### src/common/relay_sel_pkg.sv
// package: parameter map, selection codes and timing constants for the status output selector
package relay_sel_pkg;
  // ************************************************************
  // register word indexes (byte address bits 5:2)
  // ************************************************************
  localparam logic [3:0] ofs_output45_select      = 4'h0;
  localparam logic [3:0] ofs_output45_fullscale   = 4'h1;
  localparam logic [3:0] ofs_relay_one_select     = 4'h2;
  localparam logic [3:0] ofs_relay_two_select     = 4'h3;
  localparam logic [3:0] ofs_relay_one_cutin      = 4'h4;
  localparam logic [3:0] ofs_relay_one_cutout     = 4'h5;
  localparam logic [3:0] ofs_pulse_ref_fullscale  = 4'h6;
  localparam logic [3:0] ofs_pulse_feedback_fs    = 4'h7;
  localparam logic [3:0] ofs_bus_value_42         = 4'h8;
  localparam logic [3:0] ofs_bus_value_45         = 4'h9;
  localparam logic [3:0] ofs_control_word         = 4'ha;
  localparam logic [3:0] ofs_output_status        = 4'hb;
  // ************************************************************
  // reset values and limits
  // ************************************************************
  localparam logic [5:0]  rst_output45_select     = 6'h00;
  localparam logic [4:0]  rst_relay_one_select    = 5'h08;
  localparam logic [4:0]  rst_relay_two_select    = 5'h03;
  localparam logic [15:0] rst_output45_fullscale  = 16'h1388; // 5000 hz
  localparam logic [15:0] max_output45_fullscale  = 16'h7d00; // 32000 hz
  localparam logic [15:0] min_output45_fullscale  = 16'h0001;
  localparam logic [15:0] rst_pulse_ref_fullscale = 16'h1388; // 5000 hz
  localparam logic [15:0] rst_pulse_feedback_fs   = 16'h61a8; // 25000 hz
  localparam logic [15:0] min_pulse_fullscale     = 16'h0064; // 100 hz
  localparam logic [15:0] max_pulse_fullscale     = 16'hfde8; // 65000 hz
  localparam logic [15:0] max_pulse_ref_term17    = 16'h1388; // 5000 hz
  localparam logic [9:0]  rst_delay_seconds       = 10'h000;
  localparam logic [9:0]  max_delay_seconds       = 10'h258;  // 600 s
  localparam logic [9:0]  max_percent_tenths      = 10'h3e8;  // 100.0 %
  localparam logic [9:0]  rst_percent_tenths      = 10'h000;
  // ************************************************************
  // selection codes
  // ************************************************************
  localparam logic [5:0] last_digital_code        = 6'h1a;    // 26
  localparam logic [5:0] last_analog_code         = 6'h29;    // 41
  localparam logic [4:0] code_option_relay        = 5'h1b;
  localparam logic [4:0] code_supply_imbalance    = 5'h1c;
  localparam logic [4:0] code_control_word        = 5'h1d;
  localparam logic [4:0] code_fire_active         = 5'h1e;
  localparam logic [4:0] code_fire_bypass         = 5'h1f;
  localparam int         cw_bit_relay_one         = 11;
  localparam int         cw_bit_relay_two         = 12;
  // ************************************************************
  // timing
  // ************************************************************
  localparam int         clk_mhz                  = 250;
  localparam int         tick_seconds             = 1;
  localparam int         cycles_per_second        = tick_seconds * clk_mhz * 1000000;
  typedef enum logic [1:0] {out_digital, out_current, out_pulse} out_mode_type;
endpackage : relay_sel_pkg

### src/status_output_relay_selector.sv
// status output selector: relay and terminal 45 drive logic with an avalon-mm parameter port
// How it works
// (RL1) codes 0..26 on terminal 45 make it a digital on/off output of the chosen condition.
// (RL2) codes 27..41 on terminal 45 make it an analog output in current or pulse form.
// (RL3) the terminal 45 pulse form is scaled by a full-scale setting from 1 hz, 5000 hz after reset.
// (RL4) relay codes 0..18 pick a drive state as the relay condition.
// (RL5) relay codes 19..26 pick a frequency, current, feedback or reference limit comparison.
// (RL6) relay codes 27..31 pick option relay, supply imbalance, control word, fire active, fire bypass.
// (RL7) under control-word drive relay 1 follows control bit 11 and relay 2 follows bit 12.
// (RL8) a bus timeout drops any relay that is held on by the control word.
// (RL9) a relay is on while its selected condition holds and off otherwise.
// (RL10) relay 1 turns on only after a cut-in delay of 0..600 s, zero after reset.
// (RL11) relay 1 turns off only after a separate cut-out delay of 0..600 s, zero after reset.
// (RL12) the pulse reference full scale spans 100..65000 hz, or up to 5000 hz on terminal 17.
// (RL13) the pulse feedback full scale spans 100..65000 hz, 25000 hz after reset.
// (RL14) the bus writes 0..100.0 % values for terminals 42 and 45, zero after reset, not shown locally.
// (RL15) a bus-controlled analog terminal outputs the most recently written percentage.
// (RL16) a relay 1 change that reverts before its delay ends leaves the relay as it was.
//
// Design decisions made here: the register offsets and register access over Avalon-MM.
`timescale 1ns/1ns
`default_nettype none
module status_output_relay_selector
  import relay_sel_pkg::*;
#(
  parameter int cycles_per_tick = relay_sel_pkg::cycles_per_second
) (
  input  wire logic        clk,
  input  wire logic        rst,
  input  wire logic [5:0]  avs_address,
  input  wire logic        avs_read,
  input  wire logic        avs_write,
  input  wire logic [31:0] avs_writedata,
  output logic      [31:0] avs_readdata,
  output logic             avs_waitrequest,
  input  wire logic [18:0] drive_state,
  input  wire logic [7:0]  limit_flags,
  input  wire logic        option_relay,
  input  wire logic        supply_imbalance,
  input  wire logic        fire_active,
  input  wire logic        fire_bypass,
  input  wire logic        bus_timeout,
  input  wire logic        pulse_ref_on_term17,
  input  wire logic [9:0]  analog_source_tenths,
  output logic             relay_one,
  output logic             relay_two,
  output logic             output45_digital,
  output logic [1:0]       output45_mode,
  output logic [9:0]       output45_level_tenths,
  output logic [15:0]      output45_fullscale,
  output logic [15:0]      pulse_ref_fullscale,
  output logic [15:0]      pulse_feedback_fullscale,
  output logic [9:0]       output42_bus_tenths
);
  import relay_sel_pkg::*;
  // ************************************************************
  // parameter registers
  // ************************************************************
  logic [5:0]  sel45_ff,  nxt_sel45;
  logic [4:0]  sel1_ff,   nxt_sel1;
  logic [4:0]  sel2_ff,   nxt_sel2;
  logic [15:0] fs45_ff,   nxt_fs45;
  logic [15:0] fsref_ff,  nxt_fsref;
  logic [15:0] fsfb_ff,   nxt_fsfb;
  logic [9:0]  cutin_ff,  nxt_cutin;
  logic [9:0]  cutout_ff, nxt_cutout;
  logic [9:0]  bus42_ff,  nxt_bus42;
  logic [9:0]  bus45_ff,  nxt_bus45;
  logic [15:0] cw_ff,     nxt_cw;
  logic        ack_ff,    nxt_ack;
  logic [31:0] rdata_ff,  nxt_rdata;
  logic [3:0]  idx;
  logic [15:0] wv;
  logic [9:0]  wp;
  logic [15:0] ref_top;
  logic        relay_one_ff, nxt_relay_one;
  logic        relay_two_ff, nxt_relay_two;

  function automatic logic [15:0] clamp16(input logic [15:0] v, input logic [15:0] lo, input logic [15:0] hi);
    clamp16 = (v < lo) ? lo : ((v > hi) ? hi : v);
  endfunction : clamp16

  // one cycle of wait per access keeps read data registered
  assign avs_waitrequest = (avs_read | avs_write) & ~ack_ff;
  assign idx             = avs_address[5:2];
  assign wv              = (avs_writedata[31:16] != 16'h0000) ? 16'hffff : avs_writedata[15:0];
  assign wp              = (avs_writedata > 32'(max_percent_tenths)) ? max_percent_tenths : avs_writedata[9:0];
  assign ref_top         = pulse_ref_on_term17 ? max_pulse_ref_term17 : max_pulse_fullscale; // RL12

  always_comb begin
    nxt_sel45  = sel45_ff;
    nxt_sel1   = sel1_ff;
    nxt_sel2   = sel2_ff;
    nxt_fs45   = fs45_ff;
    nxt_fsref  = clamp16(fsref_ff, min_pulse_fullscale, ref_top); // RL12
    nxt_fsfb   = fsfb_ff;
    nxt_cutin  = cutin_ff;
    nxt_cutout = cutout_ff;
    nxt_bus42  = bus42_ff;
    nxt_bus45  = bus45_ff;
    nxt_cw     = cw_ff;
    nxt_ack    = (avs_read | avs_write) & ~ack_ff;
    nxt_rdata  = rdata_ff;
    // writes land on the edge that ends the wait, the same edge the master sees
    if (avs_write && ack_ff) begin
      if (idx == ofs_output45_select) begin
        nxt_sel45 = (avs_writedata > 32'(last_analog_code)) ? sel45_ff : avs_writedata[5:0];
      end else if (idx == ofs_output45_fullscale) begin
        nxt_fs45 = clamp16(wv, min_output45_fullscale, max_output45_fullscale); // RL3
      end else if (idx == ofs_relay_one_select) begin
        nxt_sel1 = avs_writedata[4:0];
      end else if (idx == ofs_relay_two_select) begin
        nxt_sel2 = avs_writedata[4:0];
      end else if (idx == ofs_relay_one_cutin) begin
        nxt_cutin = (avs_writedata > 32'(max_delay_seconds)) ? max_delay_seconds : avs_writedata[9:0]; // RL10
      end else if (idx == ofs_relay_one_cutout) begin
        nxt_cutout = (avs_writedata > 32'(max_delay_seconds)) ? max_delay_seconds : avs_writedata[9:0]; // RL11
      end else if (idx == ofs_pulse_ref_fullscale) begin
        nxt_fsref = clamp16(wv, min_pulse_fullscale, ref_top); // RL12
      end else if (idx == ofs_pulse_feedback_fs) begin
        nxt_fsfb = clamp16(wv, min_pulse_fullscale, max_pulse_fullscale); // RL13
      end else if (idx == ofs_bus_value_42) begin
        nxt_bus42 = wp; // RL14
      end else if (idx == ofs_bus_value_45) begin
        nxt_bus45 = wp; // RL14
      end else if (idx == ofs_control_word) begin
        nxt_cw = avs_writedata[15:0]; // RL7
      end
    end
    if (avs_read && !ack_ff) begin
      nxt_rdata = 32'h0;
      if (idx == ofs_output45_select) begin
        nxt_rdata[5:0] = sel45_ff;
      end else if (idx == ofs_output45_fullscale) begin
        nxt_rdata[15:0] = fs45_ff;
      end else if (idx == ofs_relay_one_select) begin
        nxt_rdata[4:0] = sel1_ff;
      end else if (idx == ofs_relay_two_select) begin
        nxt_rdata[4:0] = sel2_ff;
      end else if (idx == ofs_relay_one_cutin) begin
        nxt_rdata[9:0] = cutin_ff;
      end else if (idx == ofs_relay_one_cutout) begin
        nxt_rdata[9:0] = cutout_ff;
      end else if (idx == ofs_pulse_ref_fullscale) begin
        nxt_rdata[15:0] = fsref_ff;
      end else if (idx == ofs_pulse_feedback_fs) begin
        nxt_rdata[15:0] = fsfb_ff;
      end else if (idx == ofs_bus_value_42) begin
        nxt_rdata[9:0] = bus42_ff;
      end else if (idx == ofs_bus_value_45) begin
        nxt_rdata[9:0] = bus45_ff;
      end else if (idx == ofs_control_word) begin
        nxt_rdata[15:0] = cw_ff;
      end else if (idx == ofs_output_status) begin
        nxt_rdata[2:0] = {output45_digital, relay_two_ff, relay_one_ff};
      end
    end
    // a timeout drops bits 11 and 12 so control-word relays fall off until rewritten
    if (bus_timeout) begin
      nxt_cw[cw_bit_relay_one] = 1'b0; // RL8
      nxt_cw[cw_bit_relay_two] = 1'b0; // RL8
    end
  end

  always_ff @(posedge clk or posedge rst) begin
    if (rst) begin
      sel45_ff  <= rst_output45_select;
      sel1_ff   <= rst_relay_one_select;
      sel2_ff   <= rst_relay_two_select;
      fs45_ff   <= rst_output45_fullscale;
      fsref_ff  <= rst_pulse_ref_fullscale;
      fsfb_ff   <= rst_pulse_feedback_fs;
      cutin_ff  <= rst_delay_seconds;
      cutout_ff <= rst_delay_seconds;
      bus42_ff  <= rst_percent_tenths;
      bus45_ff  <= rst_percent_tenths;
      cw_ff     <= 16'h0000;
      ack_ff    <= 1'b0;
      rdata_ff  <= 32'h0;
    end else begin
      sel45_ff  <= nxt_sel45;
      sel1_ff   <= nxt_sel1;
      sel2_ff   <= nxt_sel2;
      fs45_ff   <= nxt_fs45;
      fsref_ff  <= nxt_fsref;
      fsfb_ff   <= nxt_fsfb;
      cutin_ff  <= nxt_cutin;
      cutout_ff <= nxt_cutout;
      bus42_ff  <= nxt_bus42;
      bus45_ff  <= nxt_bus45;
      cw_ff     <= nxt_cw;
      ack_ff    <= nxt_ack;
      rdata_ff  <= nxt_rdata;
    end
  end
  assign avs_readdata = rdata_ff;

  // ************************************************************
  // condition selection
  // ************************************************************
  function automatic logic pick(input logic [4:0] code, input logic cw_bit);
    if (code <= 5'd18) begin
      pick = drive_state[code]; // RL4
    end else if (code <= 5'd26) begin
      pick = limit_flags[3'(code - 5'd19)]; // RL5
    end else if (code == code_option_relay) begin
      pick = option_relay; // RL6
    end else if (code == code_supply_imbalance) begin
      pick = supply_imbalance; // RL6
    end else if (code == code_control_word) begin
      pick = cw_bit & ~bus_timeout; // RL7 RL8
    end else if (code == code_fire_active) begin
      pick = fire_active; // RL6
    end else begin
      pick = fire_bypass; // RL6
    end
  endfunction : pick

  logic cond_one, cond_two;
  always_comb begin
    cond_one = pick(sel1_ff, cw_ff[cw_bit_relay_one]);
    cond_two = pick(sel2_ff, cw_ff[cw_bit_relay_two]);
  end

  // ************************************************************
  // second tick and relay 1 delay
  // ************************************************************
  logic [31:0] tick_cnt_ff, nxt_tick_cnt;
  logic [9:0]  delay_cnt_ff, nxt_delay_cnt;
  logic        tick;
  assign tick = (tick_cnt_ff == 32'(cycles_per_tick - 1));

  always_comb begin
    nxt_tick_cnt  = tick ? 32'h0 : tick_cnt_ff + 32'h1;
    nxt_relay_one = relay_one_ff;
    nxt_delay_cnt = delay_cnt_ff;
    nxt_relay_two = cond_two; // RL9
    if (cond_one == relay_one_ff) begin
      nxt_delay_cnt = 10'h0; // RL16
    end else if (bus_timeout && sel1_ff == code_control_word) begin
      nxt_relay_one = 1'b0; // RL8
      nxt_delay_cnt = 10'h0;
    end else if (delay_cnt_ff >= (cond_one ? cutin_ff : cutout_ff)) begin
      nxt_relay_one = cond_one; // RL9 RL10 RL11
      nxt_delay_cnt = 10'h0;
    end else if (tick) begin
      nxt_delay_cnt = delay_cnt_ff + 10'h1; // RL16
    end
  end

  always_ff @(posedge clk or posedge rst) begin
    if (rst) begin
      tick_cnt_ff  <= 32'h0;
      delay_cnt_ff <= 10'h0;
      relay_one_ff <= 1'b0;
      relay_two_ff <= 1'b0;
    end else begin
      tick_cnt_ff  <= nxt_tick_cnt;
      delay_cnt_ff <= nxt_delay_cnt;
      relay_one_ff <= nxt_relay_one;
      relay_two_ff <= nxt_relay_two;
    end
  end
  assign relay_one = relay_one_ff;
  assign relay_two = relay_two_ff;

  // ************************************************************
  // terminal 45 output
  // ************************************************************
  logic       dig45_ff;
  logic [1:0] mode45_ff;
  logic [9:0] lvl45_ff;
  logic [9:0] bus42_out_ff;
  logic       nxt_dig45;
  logic [1:0] nxt_mode45;
  logic [9:0] nxt_lvl45;
  logic [3:0] a_off;

  // analog codes come in triples: current 0-20, current 4-20, pulse; the last triple is bus driven
  assign a_off = 4'(sel45_ff - 6'd27);

  always_comb begin
    nxt_dig45  = 1'b0;
    nxt_mode45 = 2'(out_digital);
    nxt_lvl45  = 10'h0;
    if (sel45_ff <= last_digital_code) begin
      nxt_dig45 = pick(sel45_ff[4:0], 1'b0); // RL1
    end else begin
      nxt_mode45 = (a_off % 4'd3 == 4'd2) ? 2'(out_pulse) : 2'(out_current); // RL2
      nxt_lvl45  = (a_off >= 4'd12) ? bus45_ff : analog_source_tenths; // RL15
    end
  end

  always_ff @(posedge clk or posedge rst) begin
    if (rst) begin
      dig45_ff     <= 1'b0;
      mode45_ff    <= 2'(out_digital);
      lvl45_ff     <= 10'h0;
      bus42_out_ff <= 10'h0;
    end else begin
      dig45_ff     <= nxt_dig45;
      mode45_ff    <= nxt_mode45;
      lvl45_ff     <= nxt_lvl45;
      bus42_out_ff <= bus42_ff; // RL15
    end
  end
  assign output45_digital         = dig45_ff;
  assign output45_mode            = mode45_ff;
  assign output45_level_tenths    = lvl45_ff;
  assign output45_fullscale       = fs45_ff; // RL3
  assign pulse_ref_fullscale      = fsref_ff;
  assign pulse_feedback_fullscale = fsfb_ff;
  assign output42_bus_tenths      = bus42_out_ff;

  // ************************************************************
  // checks
  // ************************************************************
  relay_two_follow_a: assert property (@(posedge clk) disable iff (rst)
    ##1 relay_two == $past(cond_two)) else $error("relay 2 not following condition"); // RL9
  timeout_drop_a: assert property (@(posedge clk) disable iff (rst)
    bus_timeout && sel2_ff == code_control_word |=> !relay_two) else $error("relay 2 held after timeout"); // RL8
  zero_delay_a: assert property (@(posedge clk) disable iff (rst)
    cutin_ff == 10'h0 && cond_one && !relay_one && !bus_timeout |=> relay_one) else $error("no-delay cut-in late"); // RL10
  cutout_hold_a: assert property (@(posedge clk) disable iff (rst)
    relay_one && !cond_one && delay_cnt_ff < cutout_ff && !bus_timeout |=> relay_one)
    else $error("cut-out too early"); // RL11
  revert_hold_a: assert property (@(posedge clk) disable iff (rst)
    cond_one == relay_one |=> relay_one == $past(relay_one)) else $error("relay 1 moved without cause"); // RL16
  digital45_a: assert property (@(posedge clk) disable iff (rst)
    sel45_ff > last_digital_code |=> !output45_digital) else $error("digital drive in analog mode"); // RL1
  analog45_a: assert property (@(posedge clk) disable iff (rst)
    sel45_ff > last_digital_code && $stable(sel45_ff) |=> output45_mode != 2'(out_digital))
    else $error("analog mode missing"); // RL2
  fs45_range_a: assert property (@(posedge clk) disable iff (rst)
    fs45_ff >= min_output45_fullscale && fs45_ff <= max_output45_fullscale) else $error("scale out of range"); // RL3
  fb_range_a: assert property (@(posedge clk) disable iff (rst)
    fsfb_ff >= min_pulse_fullscale && fsfb_ff <= max_pulse_fullscale) else $error("feedback scale out of range"); // RL13
  bus_pct_a: assert property (@(posedge clk) disable iff (rst)
    bus42_ff <= max_percent_tenths && bus45_ff <= max_percent_tenths) else $error("percent above full"); // RL14
endmodule : status_output_relay_selector
`default_nettype wire

### config.mk
export PLATFORM = sky130hd
export DESIGN_NAME = status_output_relay_selector
export DESIGN_NICKNAME = d
export VERILOG_FILES = /design/src/common/relay_sel_pkg.sv /design/src/status_output_relay_selector.sv
export SDC_FILE = /design/constraint.sdc
export NUM_CORES = 1
export LEC_CHECK = 0
export ABC_AREA = 1
export ABC_CLOCK_PERIOD_IN_PS = 5960
export BUFFER_PORTS_ARGS = -buffer_cell sky130_fd_sc_hd__buf_2
export CORE_MARGIN = 2
export CORE_UTILIZATION = 53
export DETAILED_ROUTE_END_ITERATION = 10
export PLACE_DENSITY = 0.77
export SYNTH_ARGS = -nofsm -noshare
export SYNTH_HDL_FRONTEND = slang
export SYNTH_SLANG_ARGS = --single-unit
### constraint.sdc
create_clock -name clk -period 5.96 [get_ports clk]
set_input_delay 0.894 -clock clk [delete_from_list [all_inputs] [get_ports clk]]
set_output_delay 0.894 -clock clk [all_outputs]
set_load 0.02 [all_outputs]
After elaboration in Yosys (flattened, before gate mapping)
Cells that the tools add are included.

word-level totals
  register bits after elaboration = 204
  input bits = 85

cells by class
  $add $sub $neg = 6
  divide/modulo/power cells = 1
  $lt $le $gt $ge = 25
  equal/unequal tests = 36
  mux-type cells = 107
  bitwise logic cells = 18
  reductions and logical operators = 22

operators with widths
  cell                     number
  $mux W16                 21
  $mux W13                 24
  $mux W10                 14
  $gt A32 B10 Y1 const B   2
  $eq A5 B5 Y1 const B     12
  $add A32 B1 Y32 const B  1
  $eq A32 B28 Y1 const B   1
  $gt A16 B16 Y1           2
  $gt A32 B6 Y1 const B    1
  $lt A16 B7 Y1 const B    2
  $mux W32                 1
  $le A5 B5 Y1 const B     6
  $mux W6                  5
  $mux W1                  27
  $reduce_and A12 Y1       2
  $mux W11                 2
  $ne A2 B2 Y1 const B     10
  $lt A5 B6 Y1 const B     3
  $eq A4 B3 Y1 const B     4
  $eq A4 B4 Y1 const B     4
  $gt A16 B15 Y1 const B   1
  $gt A16 B16 Y1 const B   1
  $lt A16 B1 Y1 const B    1
  $reduce_bool A16 Y1      1
  33 further kinds         67

Depth between registers and ports, before layout
Gate-level depths: netlist of run 1.

  depth in word-level cells = 23
  depth in mapped cells = 25

Least setup slack after synthesis of run 1
OpenSTA, ideal clock, no wires.

  path type = flip-flop to flip-flop
  from = register sel1_ff[0]
  to = register delay_cnt_ff[8]
  setup time = 0.072 ns
  arrival time = 3.119 ns
  path slack = 2.769 ns
  cell stages (with the launch flop) = 24
  path buffers = 3
  period minus slack after synthesis = 3.191 ns
  path through = dfrtp_1 inv_1 buf_2 ha_1 a21oi_1 o21ai_0 nand2_1 nand2_1 nand2_1 o21ai_0 inv_1 nand2_1 nand2_1 clkbuf_1 o21ai_0 ha_1 a21oi_1 o21ai_0 a21oi_1 nand3_1 nor2_1 clkbuf_1 nand2_1 nor2_1

between the ends
  longest elaborated chain between the ends = 12
  elaborated cells between the ends (all ways) = 25
  classes of those cells = 1 x add/sub; 3 x order compare; 5 x eq/ne; 14 x mux; 2 x reduce/logical

ends and longest elaborated chain
  item                                                     RTL line                             text
  start, declared                                          status_output_relay_selector.sv:60   logic [4:0] sel1_ff, nxt_sel1;
  start signal, assigned                                   status_output_relay_selector.sv:168  sel1_ff <= rst_relay_one_select;
  start signal, assigned                                   status_output_relay_selector.sv:182  sel1_ff <= nxt_sel1;
  branches (longest 12 deep; another with $ge A10 B10 Y1)  -
  end signal, assigned                                     status_output_relay_selector.sv:259  delay_cnt_ff <= nxt_delay_cnt;
  end, declared                                            status_output_relay_selector.sv:229  logic [9:0] delay_cnt_ff, nxt_delay_cnt;

Several ways; the timed one is not identified. The select of a mux whose other input is x is not followed.
A chain may end at the register's enable or synchronous reset.

Final worst setup path of run 1
  from = register sel1_ff[0]
  to = register delay_cnt_ff[7]

The elaborated chain is that of the path after synthesis.

==> results of run 1 <==
-- cell type report --
class	count	area, um^2
Sequential cell	204	5130
Multi-Input combinational cell	1275	6490
Inverter	246	927
Timing Repair Buffer	176	891
Clock buffer	31	657
Fill cell	2227	9320
Tap cell	324	405
Clock inverter	12	208
-- flip-flops by register name (all words and copies together), names as in the netlist, 6 cells and up --
| signal | flops |
|---|---|
| output42_bus_tenths | 10 |
| bus45_ff | 10 |
| bus42_ff | 10 |
| avs_readdata | 16 |
| tick_cnt_ff | 32 |
| pulse_feedback_fullscale | 16 |
| cutin_ff | 10 |
| pulse_ref_fullscale | 16 |
| sel45_ff | 6 |
| output45_level_tenths | 10 |
| delay_cnt_ff | 10 |
| cw_ff | 16 |
| cutout_ff | 10 |
| output45_fullscale | 16 |
-- how the worst max path moves through the flow --
stage	from	end	slack (ps)	cells after the start
after floorplan	rst	ack_ff	2440	1
after global placement	sel1_ff[0]	delay_cnt_ff[7]	1130	22
after detailed placement	sel1_ff[0]	delay_cnt_ff[7]	980	22
after CTS	sel1_ff[0]	delay_cnt_ff[7]	940	22
after global routing	sel1_ff[0]	delay_cnt_ff[7]	100	22
final	sel1_ff[0]	delay_cnt_ff[7]	900	22
-- routing by layer --
layer	GRT usage (%)	vias up	share of wire, %
met1	39.6	5805	41
met2	49.1	601	47
li1	-	6125	-
met5	0	-	0
met3	4.31	108	8.4
met4	12.0	0	4.3
-- cells by family after synthesis --
kind of cell	count (synthesis)
other	1
XOR/XNOR	13
adder cells (fa/ha/maj)	43
AO/OA/AOI/OAI	354
buffers and inverters	313
multiplexers	7
flip-flops	204
AND/OR/NAND/NOR	842
-- worst max-delay path, stage by stage (launching register included) --
cell	delay, ps
dfrtp_1	750
inv_1	390
ha_1	450
a21oi_1	50
o21ai_0	100
nand2_1	70
nand2_1	50
nand2_1	40
o21ai_0	130
inv_1	50
nand2_1	80
nand2_1	340
o21ai_0	360
ha_1	300
a21oi_1	120
o21ai_0	80
a21oi_1	140
nand3_1	160
nor2_1	560
inv_1	200
nor2_1	340
nand4_1	140
nand2_1	80
-- power by group --
| group | total [mW] | switching [mW] | internal (mW) | leakage (nW) |
|---|---|---|---|---|
| sequential | 1.83 | 0.206 | 1.62 | 2.56 |
| combinational | 1.19 | 0.800 | 0.391 | 4.40 |
| clock | 1.60 | 0.607 | 0.997 | 0.412 |
-- per-stage QoR --
step                hold WS [ps]  setup WS [ps]  power, mW  area [um^2]
floorplan                    354           2440       2.63        12900
global placement             359           1130       2.98        13800
detailed placement           370            980       3.02        13800
CTS                          378            935       4.63        14700
global route                 393            103       4.87        14700
finish                       380            895       4.62        14700
-- cells in the mapped netlist (6+ instances only) --
cell type / number
buf_4: 20
nor2_1: 182
o211ai_1: 24
nor3_1: 22
mux2_2: 6
o21a_1: 7
a21oi_1: 70
o21ai_0: 162
o22ai_1: 9
dfstp_2: 19
nor2_4: 11
clkbuf_1: 28
nand3_1: 105
nand2_1: 429
dfrtp_1: 185
nor4_1: 13
buf_2: 16
xor2_1: 10
nand2_2: 8
ha_1: 43
a31oi_1: 10
nand4_1: 44
nor2_2: 16
inv_1: 224
o21ai_1: 35
inv_2: 17
==> results.json, run 1 <==
{
  "area_growth_pct": 14.4,
  "core_um2": 24000,
  "netlist_instances": 1777,
  "numClockSinks": 204,
  "first_global_vias": 11931,
  "post_cts_buffers": 0,
  "port_buffers": 172,
  "crit_type": "flop to flop",
  "layout_commonest_cell": "nand2_1",
  "totalWireLength_um": 38500,
  "antenna_found_initial": 0,
  "gr-total-overflow": 0,
  "nets": 2055,
  "antenna_cells": 0,
  "grt_first_pass_wirelength_um": 61500,
  "seq_area_frac_synth_pct": 39.9,
  "die_x_um": 160,
  "yosysTopAreaCell": "dfrtp_1",
  "synth-simple-area-share_pct": 28.6,
  "postCtsHoldBufs": 0,
  "ys_seq_elements": 204,
  "antenna_left": 0,
  "hold_violations": 0,
  "die_h_um": 160,
  "startpoint_type": "flop",
  "layout.core_utilization_pct": 61.2,
  "yosys_warnings": 0,
  "viasPerCell": 5.57,
  "worstSkewPairLatency_ps": 530,
  "io_pins": 191,
  "initial_core_util_pct": 53.5,
  "synth_area_leaders": "dfrtp_1, nand2_1, inv_1",
  "required_ps": 6410,
  "cts_buffers": 24,
  "rsz0062_at_grt": "false",
  "routedWlPerCell_um": 17.0,
  "reg2reg_to": "delay_cnt_ff[7]",
  "min_path_type": "input pin to async pin",
  "yosys_most_used_dff": "dfrtp_1",
  "fin_cells": 2268,
  "synth_xor_area_share_pct": 0.885,
  "drive_gt1_share_pct": 15.6,
  "relSlewSlack_pct": 18.3,
  "first_pass_iters": 6,
  "synth_compound_area_share_pct": 15.8,
  "ff2ff_setup_slack_ps": 900,
  "min_period_ps": 5060,
  "r2r_start": "sel1_ff[0]",
  "cts_tree": "yes",
  "crit_fanout": 22,
  "power_density_nw_per_um2": 314,
  "syn_area_per_cell_um2": 7.24,
  "htree_levels": 1,
  "ir_drop_mv": 0.269,
  "worst_setup_path_end_kind": "flop",
  "fin_crit_sh_pct": 85.0,
  "cts.repair.resized": 0,
  "drt_iter0_markers": 1300,
  "vias": 12639,
  "root_buffer": "clkbuf_16",
  "synthMuxAreaShare_pct": 0.603,
  "synthArstFlopShare_pct": 100,
  "slew_violations": 0,
  "synth_top_family_by_area": "simple AND/OR/NAND/NOR gates",
  "leakagePower_nw": 7.36,
  "r2r_cells": 22,
  "finClkSkew_ps": 26.3,
  "synth_area_um2": 12900,
  "grt_max_degree": 81,
  "routabilityCongestion": 0.943,
  "drc": 0,
  "setup_violations": 0,
  "tightest_slew_ps": 1220,
  "dpl.hpwl_um": 29100,
  "synth_fa_ha_area_share_pct": 4.18,
  "netlist.area_leader.share_pct": 36.0,
  "groute.usage.overall_pct": 29.8,
  "clk_path_buf_depth": 3,
  "synth.distinct_cells": 61,
  "dp.cells": 2225,
  "path_clk_slew_ps": 70,
  "synth_edf_count": 0,
  "most-common-layout-cells": "nand2_1, inv_1, dfrtp_1",
  "die_area_um2": 25500,
  "outcome": "completed",
  "max_clock_freq_ghz": 0.197,
  "cp.arrival_ps": 5510,
  "finalSetupTns_ps": 0,
  "rows": 57,
  "cap_violations": 0
}
No activity file was read; power rests on OpenSTA's default activity.
==> inputs of run 2 (changes only) <==
- ABC_CLOCK_PERIOD_IN_PS: 5960 -> 4220
- clock period: 5.96 -> 4.22 ns (I/O delays scaled with it)
==> run 2 against run 1 <==
Cell count is 0.22% higher. Clock skew is 9.9 ps lower. Global-route usage is 0.17 points higher. Clock power is 34% higher. Die area stayed put. Register-to-register slack worse by 380 ps. Hold slack worse by 62 ps. Routed wire length is 0.50% higher. Count of clock-buffer cells in the layout is 4 lower. Combinational power is 45% higher. Maximum frequency is 37% higher. Sequential power is 40% higher. Highest routed layer unchanged.
==> results.json, run 2 (synthesis gave the netlist of run 1 again) <==
{
  "fin_crit_sh_pct": 87.7,
  "initial_core_util_pct": 53.5,
  "routedWlPerCell_um": 17.0,
  "first_global_vias": 12152,
  "reg2reg_to": "delay_cnt_ff[3]",
  "min_path_type": "input pin to async pin",
  "largest_register": "tick_cnt_ff",
  "area_growth_pct": 14.5,
  "power_density_nw_per_um2": 437,
  "first_pass_iters": 6,
  "ir_drop_mv": 0.312,
  "pwr-share-seq_pct": 39.8,
  "m1WireLength_um": 16100,
  "antenna_cells": 0,
  "met3WireLength_um": 2790,
  "power.switching_mw": 2.28,
  "path_clk_slew_ps": 70,
  "worst_setup_path_end_kind": "flop",
  "die_x_um": 160,
  "p_int_mw": 4.17,
  "drc": 0,
  "min_period_ps": 3700,
  "slew_violations": 0,
  "port_buffers": 172,
  "r2r_start": "sel1_ff[0]",
  "max_clock_freq_ghz": 0.270,
  "largest_reg_flops": 32,
  "core_um2": 24000,
  "grt_first_pass_wirelength_um": 62000,
  "layout_commonest_cell": "nand2_1",
  "tightest_slew_ps": 1180,
  "critPathLaunch": "sel1_ff[0]",
  "cap_violations": 0,
  "grt_max_degree": 82,
  "finClkSkew_ps": 16.4,
  "routed-wl-met2_um": 18000,
  "groute.usage.overall_pct": 29.9,
  "routabilityCongestion": 0.924,
  "finalSetupTns_ps": 0,
  "most-common-layout-cells": "nand2_1, inv_1, dfrtp_1",
  "crit_fanout": 19,
  "cts_tree": "yes",
  "rows": 57,
  "antenna_found_initial": 0,
  "cp.arrival_ps": 4150,
  "gr-total-overflow": 0,
  "nets": 2061,
  "multi_input_area_um2": 6490,
  "vias": 12779,
  "pwr-share-clk_pct": 33.3,
  "rsz0062_at_grt": "false",
  "crit_type": "flop to flop",
  "stdcell_area_um2": 14700,
  "root_buffer": "clkbuf_16",
  "antenna_left": 0,
  "seqCellArea_um2": 5130,
  "setup_violations": 0,
  "numClockSinks": 204,
  "die_area_um2": 25500,
  "htree_levels": 1,
  "cts.repair.resized": 0,
  "cts_buffers": 23,
  "post_cts_buffers": 0,
  "drive_gt1_share_pct": 16.0,
  "r2r_cells": 22,
  "top_layer": "met4",
  "die_h_um": 160,
  "totalWireLength_um": 38700,
  "hold_violations": 0,
  "switching_share_pct": 35.3,
  "p_comb_share_pct": 26.9,
  "outcome": "completed",
  "num-fill-cells": 2216,
  "viasPerCell": 5.62,
  "leakagePower_nw": 7.39,
  "drt_iter0_markers": 1252,
  "ff2ff_setup_slack_ps": 520,
  "clk_path_buf_depth": 3,
  "dpl.hpwl_um": 29300,
  "place_area_um2": 13900,
  "critPathCapture": "delay_cnt_ff[3]",
  "worstSkewPairLatency_ps": 520,
  "relSlewSlack_pct": 21.3,
  "required_ps": 4670,
  "report.power.total_mw": 6.44,
  "startpoint_type": "flop",
  "postCtsHoldBufs": 0,
  "io_pins": 191
}
-- run 2: cell count changes in the layout (fill, tap and decap cells not counted) --
| cell | change |
|---|---|
| inv_8 | +1 |
| clkinv_2 | +4 |
| bufinv_16 | -1 |
| buf_4 | +5 |
| buf_12 | +2 |
| clkinv_8 | -1 |
| clkinvlp_4 | -1 |
| clkbuf_1 | -3 |
| clkbuf_16 | -1 |
-- run 2: worst min path at each step --
stage,start,to,cells after the start
after floorplan,bus42_ff[3],output42_bus_tenths[3],0
after global placement,bus42_ff[4],output42_bus_tenths[4],0
after detailed placement,bus42_ff[3],output42_bus_tenths[3],0
after CTS,avs_writedata[14],cw_ff[14],3
after global routing,avs_writedata[14],cw_ff[14],3
final,rst,output45_mode[0],2
-- run 2: cell type report --
class / instances / share of cell area [%]
Timing Repair Buffer: 183 / 6.57
Clock inverter: 14 / 1.26
Inverter: 246 / 6.29
Multi-Input combinational cell: 1275 / 44.1
Sequential cell: 204 / 34.8
Clock buffer: 27 / 4.21
Tap cell: 324 / 2.75
-- run 2: power groups by stage --
| stage | Sequential [mW] | Combinational [mW] | Clock, mW |
|---|---|---|---|
| after floorplan | 2.68 | 1.04 | 0 |
| after global placement | 2.58 | 1.66 | 0 |
| after detailed placement | 2.59 | 1.70 | 0 |
| after CTS | 2.56 | 1.72 | 2.17 |
| after global routing | 2.59 | 1.94 | 2.26 |
| final | 2.56 | 1.73 | 2.15 |
-- run 2: worst max-delay path, cell delays in order, from the launching register on --
cell and delay, ps:
dfrtp_1 380, inv_1 250, ha_1 340, a21oi_1 120
o21ai_0 100, nand2_1 90, nand2_1 50, nand2_1 50
o21ai_0 70, inv_1 60, nand2_1 70, nand2_1 370
o21ai_0 170, ha_1 340, a21oi_1 120, o21ai_0 80
a21oi_1 120, nand3_1 130, nor2_1 140, inv_1 100
nor2_1 270, nand4_1 140, nand2_1 90
-- run 2: per-stage QoR --
step	hold WS [ps]	std cells	utilization, %	setup slack [ps]
floorplan	354	1792	-	958
global placement	360	2232	57.9	628
detailed placement	367	2232	57.9	533
CTS	339	2273	61.3	524
global route	348	2273	61.3	4.50
finish	319	2273	61.3	520
-- run 2: layer usage --
layer / track usage, % / vias up
li1: - / 6135
met1: 39.7 / 5955
met2: 49.0 / 571
met3: 4.49 / 118
met4: 13.0 / 0
met5: 0 / -
==> inputs of run 3 (changes only) <==
- CORE_UTILIZATION: 53 -> 54
- CTS_BUF_LIST: unset -> sky130_fd_sc_hd__clkbuf_8
- PLACE_DENSITY: 0.77 -> 0.78
==> run 3 against run 2 <==
Count of clock-buffer cells in the layout grew 18. Flip-flop and latch count stayed put. Register-to-register slack got worse by 99 ps. Sequential power hardly changed. Routed wire length up 1.5%. Die area fell by 1.8%. Maximum frequency down 2.6%. Combinational power is essentially flat. Clock power down 6%. Via count increased by 1.9%. Non-clock buffer count up 1. Critical endpoint unchanged. Largest cell class unchanged.
==> results.json, run 3 (synthesis gave the netlist of run 1 again) <==
{
  "layout_commonest_cell": "nand2_1",
  "htree_levels": 2,
  "ff2ff_setup_slack_ps": 420,
  "cpMostUsedCell": "nand2_1",
  "use_met3_pct": 4.84,
  "required_ps": 4690,
  "antenna_left": 0,
  "use_met2_pct": 53.2,
  "die_area_um2": 25100,
  "port_buffers": 172,
  "post_cts_buffers": 0,
  "relSlewSlack_pct": 22.2,
  "path_clk_slew_ps": 70,
  "setup_violations": 0,
  "cp.arrival_ps": 4270,
  "leakagePower_nw": 7.44,
  "viasPerCell": 5.67,
  "crit_type": "flop to flop",
  "finClkSkew_ps": 24.7,
  "drive_gt1_share_pct": 16.6,
  "io_pins": 191,
  "cts_buffers": 37,
  "area_growth_pct": 14.4,
  "slew_violations": 0,
  "hold_violations": 0,
  "min_period_ps": 3800,
  "r2r_start": "sel1_ff[0]",
  "power_density_nw_per_um2": 431,
  "rows": 56,
  "largest_register": "tick_cnt_ff",
  "slowest_stage": "dfrtp_1",
  "reg2reg_to": "delay_cnt_ff[3]",
  "max_clock_freq_ghz": 0.263,
  "fin_cells": 2295,
  "outcome": "completed",
  "initial_core_util_pct": 55.0,
  "root_buffer": "clkbuf_8",
  "critPathLaunch": "sel1_ff[0]",
  "routedWlPerCell_um": 17.1,
  "numClockSinks": 204,
  "largest_reg_flops": 32,
  "r2r_cells": 24,
  "max_stage_delay_ps": 380,
  "drt_iter0_markers": 1373,
  "most-common-layout-cells": "nand2_1, inv_1, dfrtp_1",
  "rsz0062_at_grt": "false",
  "die_h_um": 158,
  "grt_first_pass_wirelength_um": 62900,
  "nets": 2076,
  "critPathCapture": "delay_cnt_ff[3]",
  "met1_usage_pct": 41.3,
  "place_area_um2": 13900,
  "cap_violations": 0,
  "die_x_um": 158,
  "drc": 0,
  "first_global_vias": 12445,
  "crit_path_cell_trace": "inv_1, buf_4, ha_1, nand2_1, o21bai_1, nand3_1, nand2_1, nand2_1, nand2_1, nand2_1, nand2_1, nand2_1, buf_4, o21ai_0, ha_1, a21oi_1, o21ai_0, a21oi_1, nand3_1, nor2_1, inv_1, nor2_1, nand4_1, nand2_1",
  "cts.repair.resized": 0,
  "core_um2": 23400,
  "grt_most_used_layer": "met2",
  "finalSetupTns_ps": 0,
  "dp.cells": 2227,
  "tightest_slew_ps": 1160,
  "path_depth": 24,
  "grt_max_degree": 125,
  "totalWireLength_um": 39300,
  "crit_fanout": 22,
  "path_buf_inv": 4,
  "ir_drop_mv": 0.308,
  "min_path_type": "input pin to flop",
  "cp_top_family": "simple AND/OR/NAND/NOR gates",
  "gr-total-overflow": 0,
  "cts_tree": "yes",
  "dpl.hpwl_um": 29300,
  "postCtsHoldBufs": 1,
  "clk_path_buf_depth": 3,
  "vias": 13024,
  "stdcell_area_um2": 14700,
  "routabilityCongestion": 0.969,
  "fin_crit_sh_pct": 90.0,
  "groute.usage.overall_pct": 31.8,
  "worst_setup_path_end_kind": "flop",
  "startpoint_type": "flop",
  "antenna_found_initial": 1,
  "report.power.total_mw": 6.35,
  "first_pass_iters": 6,
  "worstSkewPairLatency_ps": 550
}
==> run 3: power breakdown <==
group          leakage, nW  switching [mW]  internal (mW)
Combinational         4.44            1.18          0.572
Sequential            2.56           0.275           2.29
Clock                0.443           0.871           1.16
==> run 3: how the worst min path moves through the flow <==
| stage | from | end | slack, ps | cells past startpoint |
|---|---|---|---|---|
| floorplan | bus42_ff[3] | output42_bus_tenths[3] | 350 | 0 |
| global placement | bus42_ff[4] | output42_bus_tenths[4] | 360 | 0 |
| detailed placement | bus42_ff[4] | output42_bus_tenths[4] | 360 | 0 |
| CTS | avs_writedata[14] | cw_ff[14] | 320 | 3 |
| global route | avs_writedata[10] | cw_ff[10] | 360 | 3 |
| finish | avs_writedata[14] | cw_ff[14] | 330 | 3 |
==> run 3: routing by layer <==
metal | vias up | wire (um)
met5 | - | 0
met4 | 0 | 1570
met3 | 127 | 3110
met2 | 605 | 18600
met1 | 6129 | 16000
li1 | 6163 | -
==> run 3: area by class of cell <==
class                           instances  area [um^2]
Antenna cell                            1         2.50
Clock buffer                           45          619
Clock inverter                         21          180
Fill cell                            2113         8680
Inverter                              246          927
Multi-Input combinational cell       1275         6490
Sequential cell                       204         5130
Tap cell                              319          399
Timing Repair Buffer                  184          966
==> run 3: per-stage QoR <==
step	util [%]	hold slack, ps	setup slack (ps)
2_1_floorplan	-	354	958
3_3_place_gp	59.4	362	593
3_5_place_dp	59.4	361	537
4_1_cts	62.9	316	504
5_1_grt	62.9	359	73.5
6_report	62.9	331	421
==> run 3: worst reg2reg max path: stages, from the launching register on <==
cell	delay, ps
dfrtp_1	380
inv_1	240
buf_4	210
ha_1	180
nand2_1	60
o21bai_1	130
nand3_1	80
nand2_1	70
nand2_1	40
nand2_1	50
nand2_1	40
nand2_1	90
nand2_1	50
buf_4	200
o21ai_0	330
ha_1	310
a21oi_1	110
o21ai_0	90
a21oi_1	130
nand3_1	170
nor2_1	160
inv_1	100
nor2_1	280
nand4_1	130
nand2_1	90
